`config.mk`:
```
export PLATFORM = sky130hd
export DESIGN_NAME = twu_top
export DESIGN_NICKNAME = d
export VERILOG_FILES = /design/src/hdl/twu_pkg.sv /design/src/hdl/twu_key_gate.sv /design/src/hdl/twu_top.sv
export VERILOG_INCLUDE_DIRS = /design/src /design/src/hdl
export SDC_FILE = /design/constraint.sdc
export NUM_CORES = 1
export LEC_CHECK = 0
export BUFFER_PORTS_ARGS = -buffer_cell sky130_fd_sc_hd__buf_2
export CORE_MARGIN = 2
export CORE_UTILIZATION = 29
export DETAILED_ROUTE_END_ITERATION = 8
export PLACE_DENSITY_LB_ADDON = 0.15
export SYNTH_ARGS = -nofsm -noshare
export SYNTH_HDL_FRONTEND = slang
export SYNTH_SLANG_ARGS = --single-unit
```
`constraint.sdc`:
```
create_clock -name pclk -period 2.99 [get_ports pclk]
set_clock_uncertainty 0.2 [all_clocks]
set_input_delay 0.1495 -clock pclk [delete_from_list [all_inputs] [get_ports pclk]]
set_output_delay 0.1495 -clock pclk [all_outputs]
set_load 0.01 [all_outputs]
```
`src/hdl/twu_defs.svh`:
```
// Constants for the timed write unlock gate: offsets, keys, resets, timing
`ifndef TWU_DEFS_SVH
`define TWU_DEFS_SVH

// Register indices; byte address is four times the index
`define TWU_IDX_KEY        8'hc7
`define TWU_IDX_WDCTRL     8'hc8
`define TWU_IDX_STATUS     8'hc9

// Key bytes, in the order they must arrive
`define TWU_KEY_FIRST      8'haa
`define TWU_KEY_SECOND     8'h55

// Reset values
`define TWU_WDCTRL_RESET   8'h00

// Status field positions
`define TWU_STAT_OPEN_BIT  0
`define TWU_STAT_WAIT_BIT  1

// Timing: clocks per machine cycle and the two windows in machine cycles
`define TWU_MC_CLKS        4
`define TWU_KEY_WAIT_MC    3
`define TWU_WINDOW_MC      3

`endif

```
`src/hdl/twu_pkg.sv`:
```
// Types shared by the timed write unlock gate
package twu_pkg;

  // Gate states
  typedef enum logic [1:0] {
    TWU_IDLE,
    TWU_WAIT,
    TWU_OPEN
  } twu_state_t;

  // One committed write to the key register
  typedef struct packed {
    logic       valid;
    logic [7:0] data;
  } twu_key_wr_t;

  // Gate status seen by the register file
  typedef struct packed {
    logic key_wait;
    logic win_open;
  } twu_gate_stat_t;

endpackage

```
`src/hdl/twu_key_gate.sv`:
```
// Key sequence checker and write window timer
//
// Our own choice: the APB slave port.
`timescale 1ns/1ps
`include "twu_defs.svh"

module twu_key_gate
  import twu_pkg::*;
(
  // Clock and reset
  input  wire logic           pclk,
  input  wire logic           presetn,
  // Committed key write
  input  wire twu_key_wr_t    key_wr,
  // Gate status
  output twu_gate_stat_t      gate_stat
);

  localparam int WAIT_CLKS = `TWU_KEY_WAIT_MC * `TWU_MC_CLKS;
  localparam int WIN_CLKS  = `TWU_WINDOW_MC * `TWU_MC_CLKS;

  twu_state_t state_reg;
  twu_state_t state_next;
  logic [3:0] cnt_reg;
  logic [3:0] cnt_next;

  // Key decode
  wire logic key_first  = key_wr.valid && (key_wr.data == `TWU_KEY_FIRST);
  wire logic key_second = key_wr.valid && (key_wr.data == `TWU_KEY_SECOND);
  wire logic key_other  = key_wr.valid && !key_first && !key_second;
  wire logic cnt_done   = (cnt_reg == 4'h0);

  // Sequence and timer; a first key always restarts the wait, even mid-window
  always_comb begin
    state_next = state_reg;
    cnt_next   = cnt_done ? 4'h0 : cnt_reg - 4'h1;
    case (state_reg)
      TWU_IDLE: begin
        if (key_first) begin
          state_next = TWU_WAIT;
          cnt_next   = 4'(WAIT_CLKS - 1);
        end
      end
      TWU_WAIT: begin
        if (key_first) begin
          cnt_next = 4'(WAIT_CLKS - 1);
        end else if (key_second) begin
          state_next = TWU_OPEN;
          cnt_next   = 4'(WIN_CLKS - 1);
        end else if (key_other || cnt_done) begin
          state_next = TWU_IDLE;
        end
      end
      TWU_OPEN: begin
        if (key_first) begin
          state_next = TWU_WAIT;
          cnt_next   = 4'(WAIT_CLKS - 1);
        end else if (cnt_done) begin
          state_next = TWU_IDLE;
        end
      end
      default: state_next = TWU_IDLE;
    endcase
  end

  // State flops; reset leaves the gate locked
  always_ff @(posedge pclk or negedge presetn) begin
    if (!presetn) begin
      state_reg <= TWU_IDLE;
      cnt_reg   <= 4'h0;
    end else begin
      state_reg <= state_next;
      cnt_reg   <= cnt_next;
    end
  end

  assign gate_stat.win_open = (state_reg == TWU_OPEN);
  assign gate_stat.key_wait = (state_reg == TWU_WAIT);

  // Helper ages for bounded-length checks
  logic [4:0] open_age;
  logic [4:0] wait_age;
  always_ff @(posedge pclk or negedge presetn) begin
    if (!presetn) begin
      open_age <= 5'h00;
      wait_age <= 5'h00;
    end else begin
      open_age <= (state_next == TWU_OPEN) ? open_age + 5'h01 : 5'h00;
      wait_age <= (state_next == TWU_WAIT && !key_first) ? wait_age + 5'h01 : 5'h00;
    end
  end

  a_second_key_opens: assert property (@(posedge pclk) disable iff (!presetn)
    (state_reg == TWU_WAIT && key_second) |=> gate_stat.win_open)
    else $error("second key in time did not open the window");

  a_window_length: assert property (@(posedge pclk) disable iff (!presetn)
    open_age <= 5'd12)
    else $error("write window stayed open too long");

  a_window_full: assert property (@(posedge pclk) disable iff (!presetn)
    ($rose(gate_stat.win_open) && !key_first) ##1 (!key_first)[*8]
      |-> gate_stat.win_open)
    else $error("write window closed early");

  a_wait_bounded: assert property (@(posedge pclk) disable iff (!presetn)
    wait_age <= 5'd11)
    else $error("key wait lasted too long");

  a_late_key_fails: assert property (@(posedge pclk) disable iff (!presetn)
    (state_reg == TWU_IDLE && key_second) |=> !gate_stat.win_open)
    else $error("late second key opened the window");

  a_wrong_key_idle: assert property (@(posedge pclk) disable iff (!presetn)
    (state_reg == TWU_WAIT && key_other) |=> (state_reg == TWU_IDLE))
    else $error("wrong key did not abandon the wait");

  c_open_window: cover property (@(posedge pclk) disable iff (!presetn)
    $rose(gate_stat.win_open));
  c_wait_timeout: cover property (@(posedge pclk) disable iff (!presetn)
    (state_reg == TWU_WAIT && cnt_done && !key_wr.valid));

endmodule

```
`src/hdl/twu_top.sv`:
```
// APB slave holding the timed write unlock gate and its protected register
`timescale 1ns/1ps
`include "twu_defs.svh"

module twu_top
  import twu_pkg::*;
(
  // Clock and reset
  input  wire logic        pclk,
  input  wire logic        presetn,
  // APB slave
  input  wire logic        psel,
  input  wire logic        penable,
  input  wire logic        pwrite,
  input  wire logic [11:0] paddr,
  input  wire logic [31:0] pwdata,
  output logic [31:0]      prdata,
  output logic             pready,
  output logic             pslverr,
  // Protected watchdog control bits to the watchdog
  output logic [7:0]       watchdog_ctrl
);

  logic [31:0]    prdata_reg;
  logic           pready_reg;
  logic           pslverr_reg;
  logic [7:0]     wdctrl_reg;
  twu_key_wr_t    key_wr;
  twu_gate_stat_t gate_stat;

  // Address decode on word index; low two address bits are ignored
  wire logic [9:0] word_idx  = paddr[11:2];
  wire logic       hit_key   = (word_idx == {2'b00, `TWU_IDX_KEY});
  wire logic       hit_wd    = (word_idx == {2'b00, `TWU_IDX_WDCTRL});
  wire logic       hit_stat  = (word_idx == {2'b00, `TWU_IDX_STATUS});
  wire logic       hit_any   = hit_key || hit_wd || hit_stat;
  // Stat is read only and key write only; the wrong direction is an error
  wire logic       bad_dir   = (hit_stat && pwrite) || (hit_key && !pwrite);
  wire logic       access    = psel && penable;
  wire logic       commit    = access && pready_reg;
  wire logic       wr_ok     = commit && pwrite && !pslverr_reg;
  wire logic       pready_next  = access && !pready_reg;
  wire logic       pslverr_next = pready_next && (!hit_any || bad_dir);

  // Read mux; key register reads as zero
  wire logic [31:0] rd_mux =
    hit_wd   ? {24'h000000, wdctrl_reg} :
    hit_stat ? {30'h00000000, gate_stat.key_wait, gate_stat.win_open} :
               32'h00000000;
  wire logic [31:0] prdata_next = (pready_next && !pwrite) ? rd_mux : 32'h00000000;

  // Key writes go to the gate only at the completing edge
  assign key_wr.valid = wr_ok && hit_key;
  assign key_wr.data  = pwdata[7:0];

  // Protected write is taken only inside the open window
  wire logic       wd_take     = wr_ok && hit_wd && gate_stat.win_open;
  wire logic [7:0] wdctrl_next = wd_take ? pwdata[7:0] : wdctrl_reg;

  twu_key_gate u_gate (
    .pclk      (pclk),
    .presetn   (presetn),
    .key_wr    (key_wr),
    .gate_stat (gate_stat)
  );

  // One wait state so every answer comes straight from a flop
  always_ff @(posedge pclk or negedge presetn) begin
    if (!presetn) begin
      pready_reg  <= 1'b0;
      pslverr_reg <= 1'b0;
      prdata_reg  <= 32'h00000000;
    end else begin
      pready_reg  <= pready_next;
      pslverr_reg <= pslverr_next;
      prdata_reg  <= prdata_next;
    end
  end

  // Protected register; reset value holds until a window write
  always_ff @(posedge pclk or negedge presetn) begin
    if (!presetn) begin
      wdctrl_reg <= `TWU_WDCTRL_RESET;
    end else begin
      wdctrl_reg <= wdctrl_next;
    end
  end

  assign prdata        = prdata_reg;
  assign pready        = pready_reg;
  assign pslverr       = pslverr_reg;
  assign watchdog_ctrl = wdctrl_reg;

  wire logic wd_commit = commit && pwrite && hit_wd;

  a_closed_write_drop: assert property (@(posedge pclk) disable iff (!presetn)
    (wd_commit && !gate_stat.win_open) |=> $stable(wdctrl_reg))
    else $error("protected write landed while window closed");

  a_open_write_take: assert property (@(posedge pclk) disable iff (!presetn)
    (wd_commit && gate_stat.win_open) |=> (wdctrl_reg == $past(pwdata[7:0])))
    else $error("protected write in window was lost");

  a_apb_one_wait: assert property (@(posedge pclk) disable iff (!presetn)
    (access && !pready_reg) |=> pready_reg)
    else $error("APB answer not given after one wait state");

  c_protected_update: cover property (@(posedge pclk) disable iff (!presetn)
    wd_commit && gate_stat.win_open);
  c_protected_drop: cover property (@(posedge pclk) disable iff (!presetn)
    wd_commit && !gate_stat.win_open);

endmodule

```
# Word-level counts from Yosys, hierarchy flattened
# Index checks and enable logic that the tools add are counted.
# W data, S select, Z words.
op_classes:
  muxes: 15
  addsub: 1
  eq_ne: 11
  n_reduce_logical: 31
op_table:
  columns: ["cell", "count"]
  rows:
  - ["$eq A10 B8 Y1 const B", 3]
  - ["$logic_and A1 B1 Y1", 16]
  - ["$mux W4", 4]
  - ["$mux W8", 2]
  - ["$mux W2", 7]
  - ["$eq A8 B7 Y1 const B", 1]
  - ["$eq A8 B8 Y1 const B", 1]
  - ["$pmux W4 S2", 1]
  - ["$logic_not A1 Y1", 6]
  - ["$ne A3 B1 Y1 const B", 2]
  - ["$pmux W2 S3", 1]
  - ["$logic_or A1 B1 Y1", 5]
  - ["$logic_not A4 Y1", 1]
  - ["$reduce_and A4 Y1", 1]
  - ["$sub A4 B1 Y4 const B", 1]
  - ["$eq A2 B1 Y1 const B", 1]
  - ["$eq A2 B2 Y1 const B", 1]
  - ["$logic_not A2 Y1", 1]
  - ["$ne A2 B1 Y1 const B", 1]
  - ["$ne A2 B2 Y1 const B", 1]
  - ["$reduce_or A2 Y1", 1]
word_totals:
  word_cells: 64
  ff_bits: 24
  out_inout_bits: 42
  input_bits: 49

# Longest topological paths before layout
# Gate-level depths: netlist of the first run.
logic_depth:
  depth_word: 14
  mapped_depth: 5
  ltp_nobuf: 4

# By module
# From an unflattened synthesis of the first run, not the netlist that was laid out.
hier_totals:
  hier_cells: 118
  area_unflattened_um2: 1328.8
modules_own_cells:
  columns: ["mod", "cells_each", "instances", "seq_area_each_um2", "area_per_inst_um2"]
  rows:
  - ["twu_top", 83, 1, 450.4, 965.9]
  - ["twu_key_gate", 35, 1, 150.1, 362.8]

# Worst setup path after synthesis of the first run
# OpenSTA, ideal clock, no wires.
synth_path:
  path_type: "flip-flop to flip-flop"
  startpoint: "reg pslverr_reg, in the netlist pslverr"
  endpoint: "reg wdctrl_reg[0], in the netlist watchdog_ctrl[0]"
  required_ns: 2.665
  t_arrival_ns: 1.569
  synth_period_minus_slack_ns: 1.894
  path_stages_with_launch: 5
  setup_slack_ns: 1.096
  setup_time_ns: 0.125
  path_buffers: 0
  cell_sequence: "dfrtp_1 > and3b_1 > nand3_1 > nor4_4 > mux2_2"
synth_via:
  elab_chain_cells: 4
synth_lines:
  columns: ["element", "line", "source"]
  rows:
  - ["start: declaration", "twu_top.sv:26", "logic pslverr_reg;"]
  - ["start signal: assignment", "twu_top.sv:75", "pslverr_reg <= pslverr_next;"]
  - ["$logic_not A1 Y1", "twu_top.sv:41", "wire logic wr_ok = commit && pwrite && !pslverr_reg;"]
  - ["$logic_and A1 B1 Y1", "twu_top.sv:41", null]
  - ["$logic_and A1 B1 Y1 (2 in a row)", "twu_top.sv:57", "wire logic wd_take = wr_ok && hit_wd && gate_stat.win_open;"]
  - ["end signal: assignment", "twu_top.sv:83", "wdctrl_reg <= `TWU_WDCTRL_RESET;"]
  - ["end signal: assignment", "twu_top.sv:85", "wdctrl_reg <= wdctrl_next;"]
  - ["end: declaration", "twu_top.sv:27", "logic [7:0] wdctrl_reg;"]
# No other way between the ends.
# A chain may end at the register's enable or synchronous reset.

# Worst setup path after layout of the first run
layout_path:
  startpoint: "reg pslverr_reg, in the netlist pslverr"
  endpoint: "reg wdctrl_reg[5], in the netlist watchdog_ctrl[5]"
# Same word-level chain as after synthesis.

==> results of run 1 <==
[layout by cell type, fill, tap and decap left out, drive strengths merged, types with 4 or more instances in the layout]
cell | netlist | final
buf | 25 | 40
conb | 1 | 24
dfrtp | 24 | 24
dlygate4sd3 | 0 | 11
mux2 | 8 | 8
nor4bb | 6 | 6
nor2 | 6 | 6
and2 | 6 | 6
nand3 | 5 | 5
nand2 | 4 | 4
o21ai | 4 | 4
[cell families (layout without fill, tap and decap cells)]
group,after synthesis,after routing
multiplexers,9,9
buffers and inverters,26,56
other,1,24
AO/OA/AOI/OAI,12,12
flip-flops,24,24
AND/OR/NAND/NOR,43,43
[what timing repair did]
item                                    CTS  global route
setup buffers                             0             0
hold buffers                             11             0
endpoints found under the setup margin    0             0
endpoints found under the hold margin    34             0
[worst paths after layout]
| check | startpoint | to | depth (start not counted) |
|---|---|---|---|
| max | pslverr | watchdog_ctrl[5] | 4 |
| min | paddr[2] | prdata[0] | 3 |
| max reg2reg | pslverr | watchdog_ctrl[5] | 4 |
| min reg2reg | pready | pready | 1 |
| max in group asynchronous | presetn | watchdog_ctrl[1] | 2 |
| min in group asynchronous | presetn | watchdog_ctrl[3] | 2 |
[metrics by stage]
step,cells,instance area [µm²]
6_report,220,1620
5_1_grt,220,1620
4_1_cts,220,1620
3_5_place_dp,205,1439
3_3_place_gp,205,1439
2_1_floorplan,138,1361
[tightest hold or removal path, stage by stage]
cell and delay (ps):
buf_2 160, nand3_1 100, a21oi_1 60
[layer usage]
layer	up-vias	track usage [%]	routed length, µm
li1	468	-	-
met1	458	13.59	1083
met2	37	20.75	1408
met3	6	2.020	138
met4	0	5.556	63
met5	-	0	0
[area by class of cell]
cell class | count | area share [%]
sequential | 24 | 37.07
clock buffer | 3 | 2.548
tap | 52 | 4.015
inverter | 1 | 0.2317
multi-input combinational | 88 | 35.14
timing repair buffer | 51 | 19.15
clock inverter | 1 | 1.853
[power by group through the flow]
stage	sequential [mW]	clock (mW)	combinational (mW)
2_1_floorplan	0.334	0	0.0493
3_3_place_gp	0.333	0	0.0541
3_5_place_dp	0.333	0	0.0546
4_1_cts	0.327	0.292	0.0662
5_1_grt	0.327	0.308	0.0740
6_report	0.327	0.281	0.0662
==> reports/qor.yml, run 1 <==
status: "completed"
ys_warn_count: 0
cp_top_family: "simple AND/OR/NAND/NOR gates"
clock.fmax_mhz: 490.7
n_antenna_cell: 0
final_nets: 218
worst_hold_slack_ps: 41.98
power_frac_clock_pct: 41.7
grt.overflow.total: 0
wl_um: 2693
grt_max_degree: 25
clk_latency_ps: 270
core_mm2: 0.004294
routedWlPerCell_um: 12.24
post-route-period-util_pct: 68.16
cts_htree_levels: 1
synthFlopType: "dfrtp_1"
yosys.area_share.adder_pct: 0
row_count: 24
hpwl_um: 2023
drt_iter0_markers: 28
final_max_slew_viol_count: 0
regArea_um2: 600.6
crit_buf_inv: 0
p_switching_mw: 0.1410
clockRootBuffer: "clkbuf_8"
rsz0062_at_grt: "false"
numPortBuffers: 40
startpoint_type: "register"
path_cells: "and3b_1 -> nand3_1 -> nor4_4 -> mux2_2"
worst_path_max_delay_cell: "nor4_4"
ys_types: 31
hold_path_class: "in2reg"
cts.path.max_buffers: 2
die_h_um: 70.31
synth_compound_area_share_pct: 5.986
synth_top_area_share_pct: 47.11
required_ps: 2950
drcViolationCount: 0
worst_slack_ps: 952.0
layout_min_cycle_time_ps: 2038
start_util_pct: 29.69
antenna_found_initial: 0
detail_route.vias_per_cell: 4.405
ctsResizeCount: 0
grt_util_all_layers_pct: 11.73
synthToLayoutAreaGrowth_pct: 27.09
seq_power_share_pct: 48.5
grt_pass1_wl_um: 4609
cpPeakStageDelay_ps: 590
syn_inst: 115
cts_tree: "built"
n_fill_cell: 444
clkTransAtPathRegs_ps: 90
pwr-share-comb_pct: 9.8
maxCapViolCount: 0
globalplace.congestion: 0.7739
total_power_mw: 0.6740
crit_path_end_kind: "register"
leakagePower_nw: 0.8688
synth_area_leaders: "dfrtp_1 47%, buf_4 15%, mux2_2 7.1%"
p_per_area_mw_per_mm2: 415.9
layout-drive-gt1-share_pct: 33.33
vdd_drop_max_mv: 0.2412
tightest_slew_ps: 600.2
synth-xor-area-share_pct: 0
dp_slack_ps: 942.0
synth_edf_count: 0
multi_input_area_um2: 569.3
numClockSinks: 24
path_class: "reg2reg"
fin_setup_tns_ps: 0
synth.most_common_cell: "buf_4"
async_flop_share_pct: 100.0
dr.pass1.iters: 4
hold_violations: 0
ys_seq_area_share_pct: 47.11
max_slew_margin_pct: 59.69
yosys-top-cells-count: "25 x buf_4, 24 x dfrtp_1, 8 x mux2_2"
synth-simple-area-share_pct: 23.75
grt_pass1_vias: 1015
syn_area_mm2: 0.001275
synthMuxAreaShare_pct: 7.851
power.internal_mw: 0.5329
netSwitchingFraction_pct: 20.92
die_x_um: 70.31
via_count: 969
die_area_mm2: 0.004943
drt.antenna.violating_nets: 0
synth_seq_cells: 24
finalSetupViolCount: 0
cp_max_fo: 8
cts-buffers-inserted: 3
final_util_pct: 37.73
yosys.area.top_type: "dfrtp_1"
r2r_setup_slack_ps: 950
synth_top_family_by_area: "simple AND/OR/NAND/NOR gates"
worstPathArrival_ps: 2000
io_pins: 91
synth.avg_cell_area_um2: 11.09
(Power assumes the default switching activity.)
==> run 2, diff against run 1 <==
==> constraint.sdc (replaced) <==
create_clock -name pclk -period 1.65 [get_ports pclk]
set_clock_uncertainty 0.2 [all_clocks]
set_input_delay 0.0825 -clock pclk [delete_from_list [all_inputs] [get_ports pclk]]
set_output_delay 0.0825 -clock pclk [all_outputs]
set_load 0.01 [all_outputs]
==> run 2 against run 1 <==
  * The run now ends with negative hold slack, negative setup slack left
  * Total power up 86%
  * Combinational power up 110%
  * Die area unchanged
  * Sequential power up 81%
  * Sequential share of layout area down 3.7 points
  * Largest power group unchanged
  * Highest routed layer unchanged
==> reports/qor.yml, run 2 (synthesis gave the netlist of run 1 again) <==
dr_wl_met2_um: 1522
dr.pass1.iters: 4
wirelength_met1_um: 1330
finalSetupViolCount: 8
start_util_pct: 29.69
row_count: 24
grt_max_degree: 25
vdd_drop_max_mv: 0.2603
grt_util_all_layers_pct: 12.55
hold_path_class: "in2reg"
drt.antenna.violating_nets: 0
numClockSinks: 24
core_mm2: 0.004294
cts_tree: "built"
worstPathArrival_ps: 1630
worst_slack_ps: -21.76
violations: "negative hold slack, negative setup slack"
final_common_cell: "buf_2"
required_ps: 1610
post-route-period-util_pct: 101.3
crit_path_end_kind: "register"
io_pins: 91
clkTransAtPathRegs_ps: 90
rsz0062_at_grt: "true"
status: "complete, but fails checks"
wl_met3_um: 150
die_area_mm2: 0.004943
maxCapViolCount: 0
hold_path_startpoint: "paddr[2]"
grt.overflow.total: 0
final_cell_mix: "40 x buf_2, 24 x conb_1, 24 x dfrtp_1, 12 x dlygate4sd3_1"
hpwl_um: 2150
path_cells: "and3b_2 -> nand3_2 -> nor4_4 -> buf_6 -> mux2_4"
layout_min_cycle_time_ps: 1672
leakagePower_nw: 0.9427
path_class: "reg2reg"
fin_setup_tns_ps: -132.4
layout-drive-gt1-share_pct: 42.46
die_h_um: 70.31
wl_um: 3087
cts.path.max_buffers: 2
cp_max_fo: 8
routedWlPerCell_um: 13.36
final_max_slew_viol_count: 0
clock.fmax_mhz: 598.2
hold_violations: 1
clockRootBuffer: "clkbuf_8"
die_x_um: 70.31
grt_pass1_vias: 1046
startpoint: "pslverr"
globalplace.congestion: 0.7771
antenna_found_initial: 0
drcViolationCount: 0
startpoint_type: "register"
cts-buffers-inserted: 3
numPortBuffers: 40
dp_slack_ps: -194.0
worst_path_max_delay_cell: "dfrtp_1"
r2r-start: "pslverr"
worst_hold_slack_ps: -5.996
via_count: 1028
grt_pass1_wl_um: 4940
tightest_slew_ps: 546.2
synthToLayoutAreaGrowth_pct: 41.02
p_per_area_mw_per_mm2: 696.1
detail_route.vias_per_cell: 4.450
n_antenna_cell: 0
cts_htree_levels: 1
clk_latency_ps: 270
max_slew_margin_pct: 63.59
routed.top_layer: "met4"
final_nets: 229
final_util_pct: 41.87
cpPeakStageDelay_ps: 380
drt_iter0_markers: 41
total_power_mw: 1.252
==> run 2: changes by cell type in the layout (fill, tap and decap cells not counted), moves of 2 or more <==
cell / delta
and2_4: +2
a21oi_2: +2
a21oi_1: -2
buf_6: +2
buf_4: +8
mux2_2: -8
mux2_4: +8
and2_1: -2
==> run 2: repair_timing <==
| action | in CTS | in global routing |
|---|---|---|
| buffers inserted | 0 | 2 |
| setup endpoints to repair | 8 | 21 |
| endpoints found under the hold margin | 34 | 2 |
| hold buffers | 12 | 1 |
| pin swaps | 2 | 3 |
| gates resized for setup | 11 | 11 |
==> run 2: final timing paths <==
path                               endpoint  slack [ps]  cells after the start
max in group asynchronous  watchdog_ctrl[1]         760                      2
min in group asynchronous  watchdog_ctrl[3]         130                      2
min reg2reg                       prdata[4]         320                      1
max reg2reg                watchdog_ctrl[0]         -20                      5
min                               prdata[0]          -6                      3
max                        watchdog_ctrl[0]         -20                      5
==> run 2: area by class of cell <==
type                            count  area [µm²]
Fill cell                         447        2496
Multi-Input combinational cell     88       654.4
Sequential cell                    24       600.6
Timing Repair Buffer               62       402.9
Tap cell                           52       65.06
Clock buffer                        3       41.29
Clock inverter                      1       30.03
Inverter                            1       3.754
==> run 2: metal layers <==
layer,vias to the layer above,global-route usage [%]
met3,10,2.309
met1,491,15.06
li1,488,-
met5,-,0
met4,0,5.769
met2,39,21.59
==> run 2: critical path, delay by kind of cell, from the launching register on <==
kind | cells | cell delay (ps)
and+or+nand+nor | 3 | 480
DFF | 1 | 380
muxes | 1 | 310
buffers and inverters | 1 | 190
==> run 2: through the flow <==
stage,instance area [µm²],hold WS (ps),cells
after global routing,1798,13.73,231
after floorplan,1361,-413.1,138
after detailed placement,1499,-94.92,213
final,1798,-5.996,231
after global placement,1499,-110.5,213
after CTS,1737,5.331,229
==> run 2: power breakdown <==
| part | switching, mW | internal (mW) |
|---|---|---|
| Sequential | 0.00139 | 0.590 |
| Clock | 0.193 | 0.324 |
| Combinational | 0.0784 | 0.0640 |
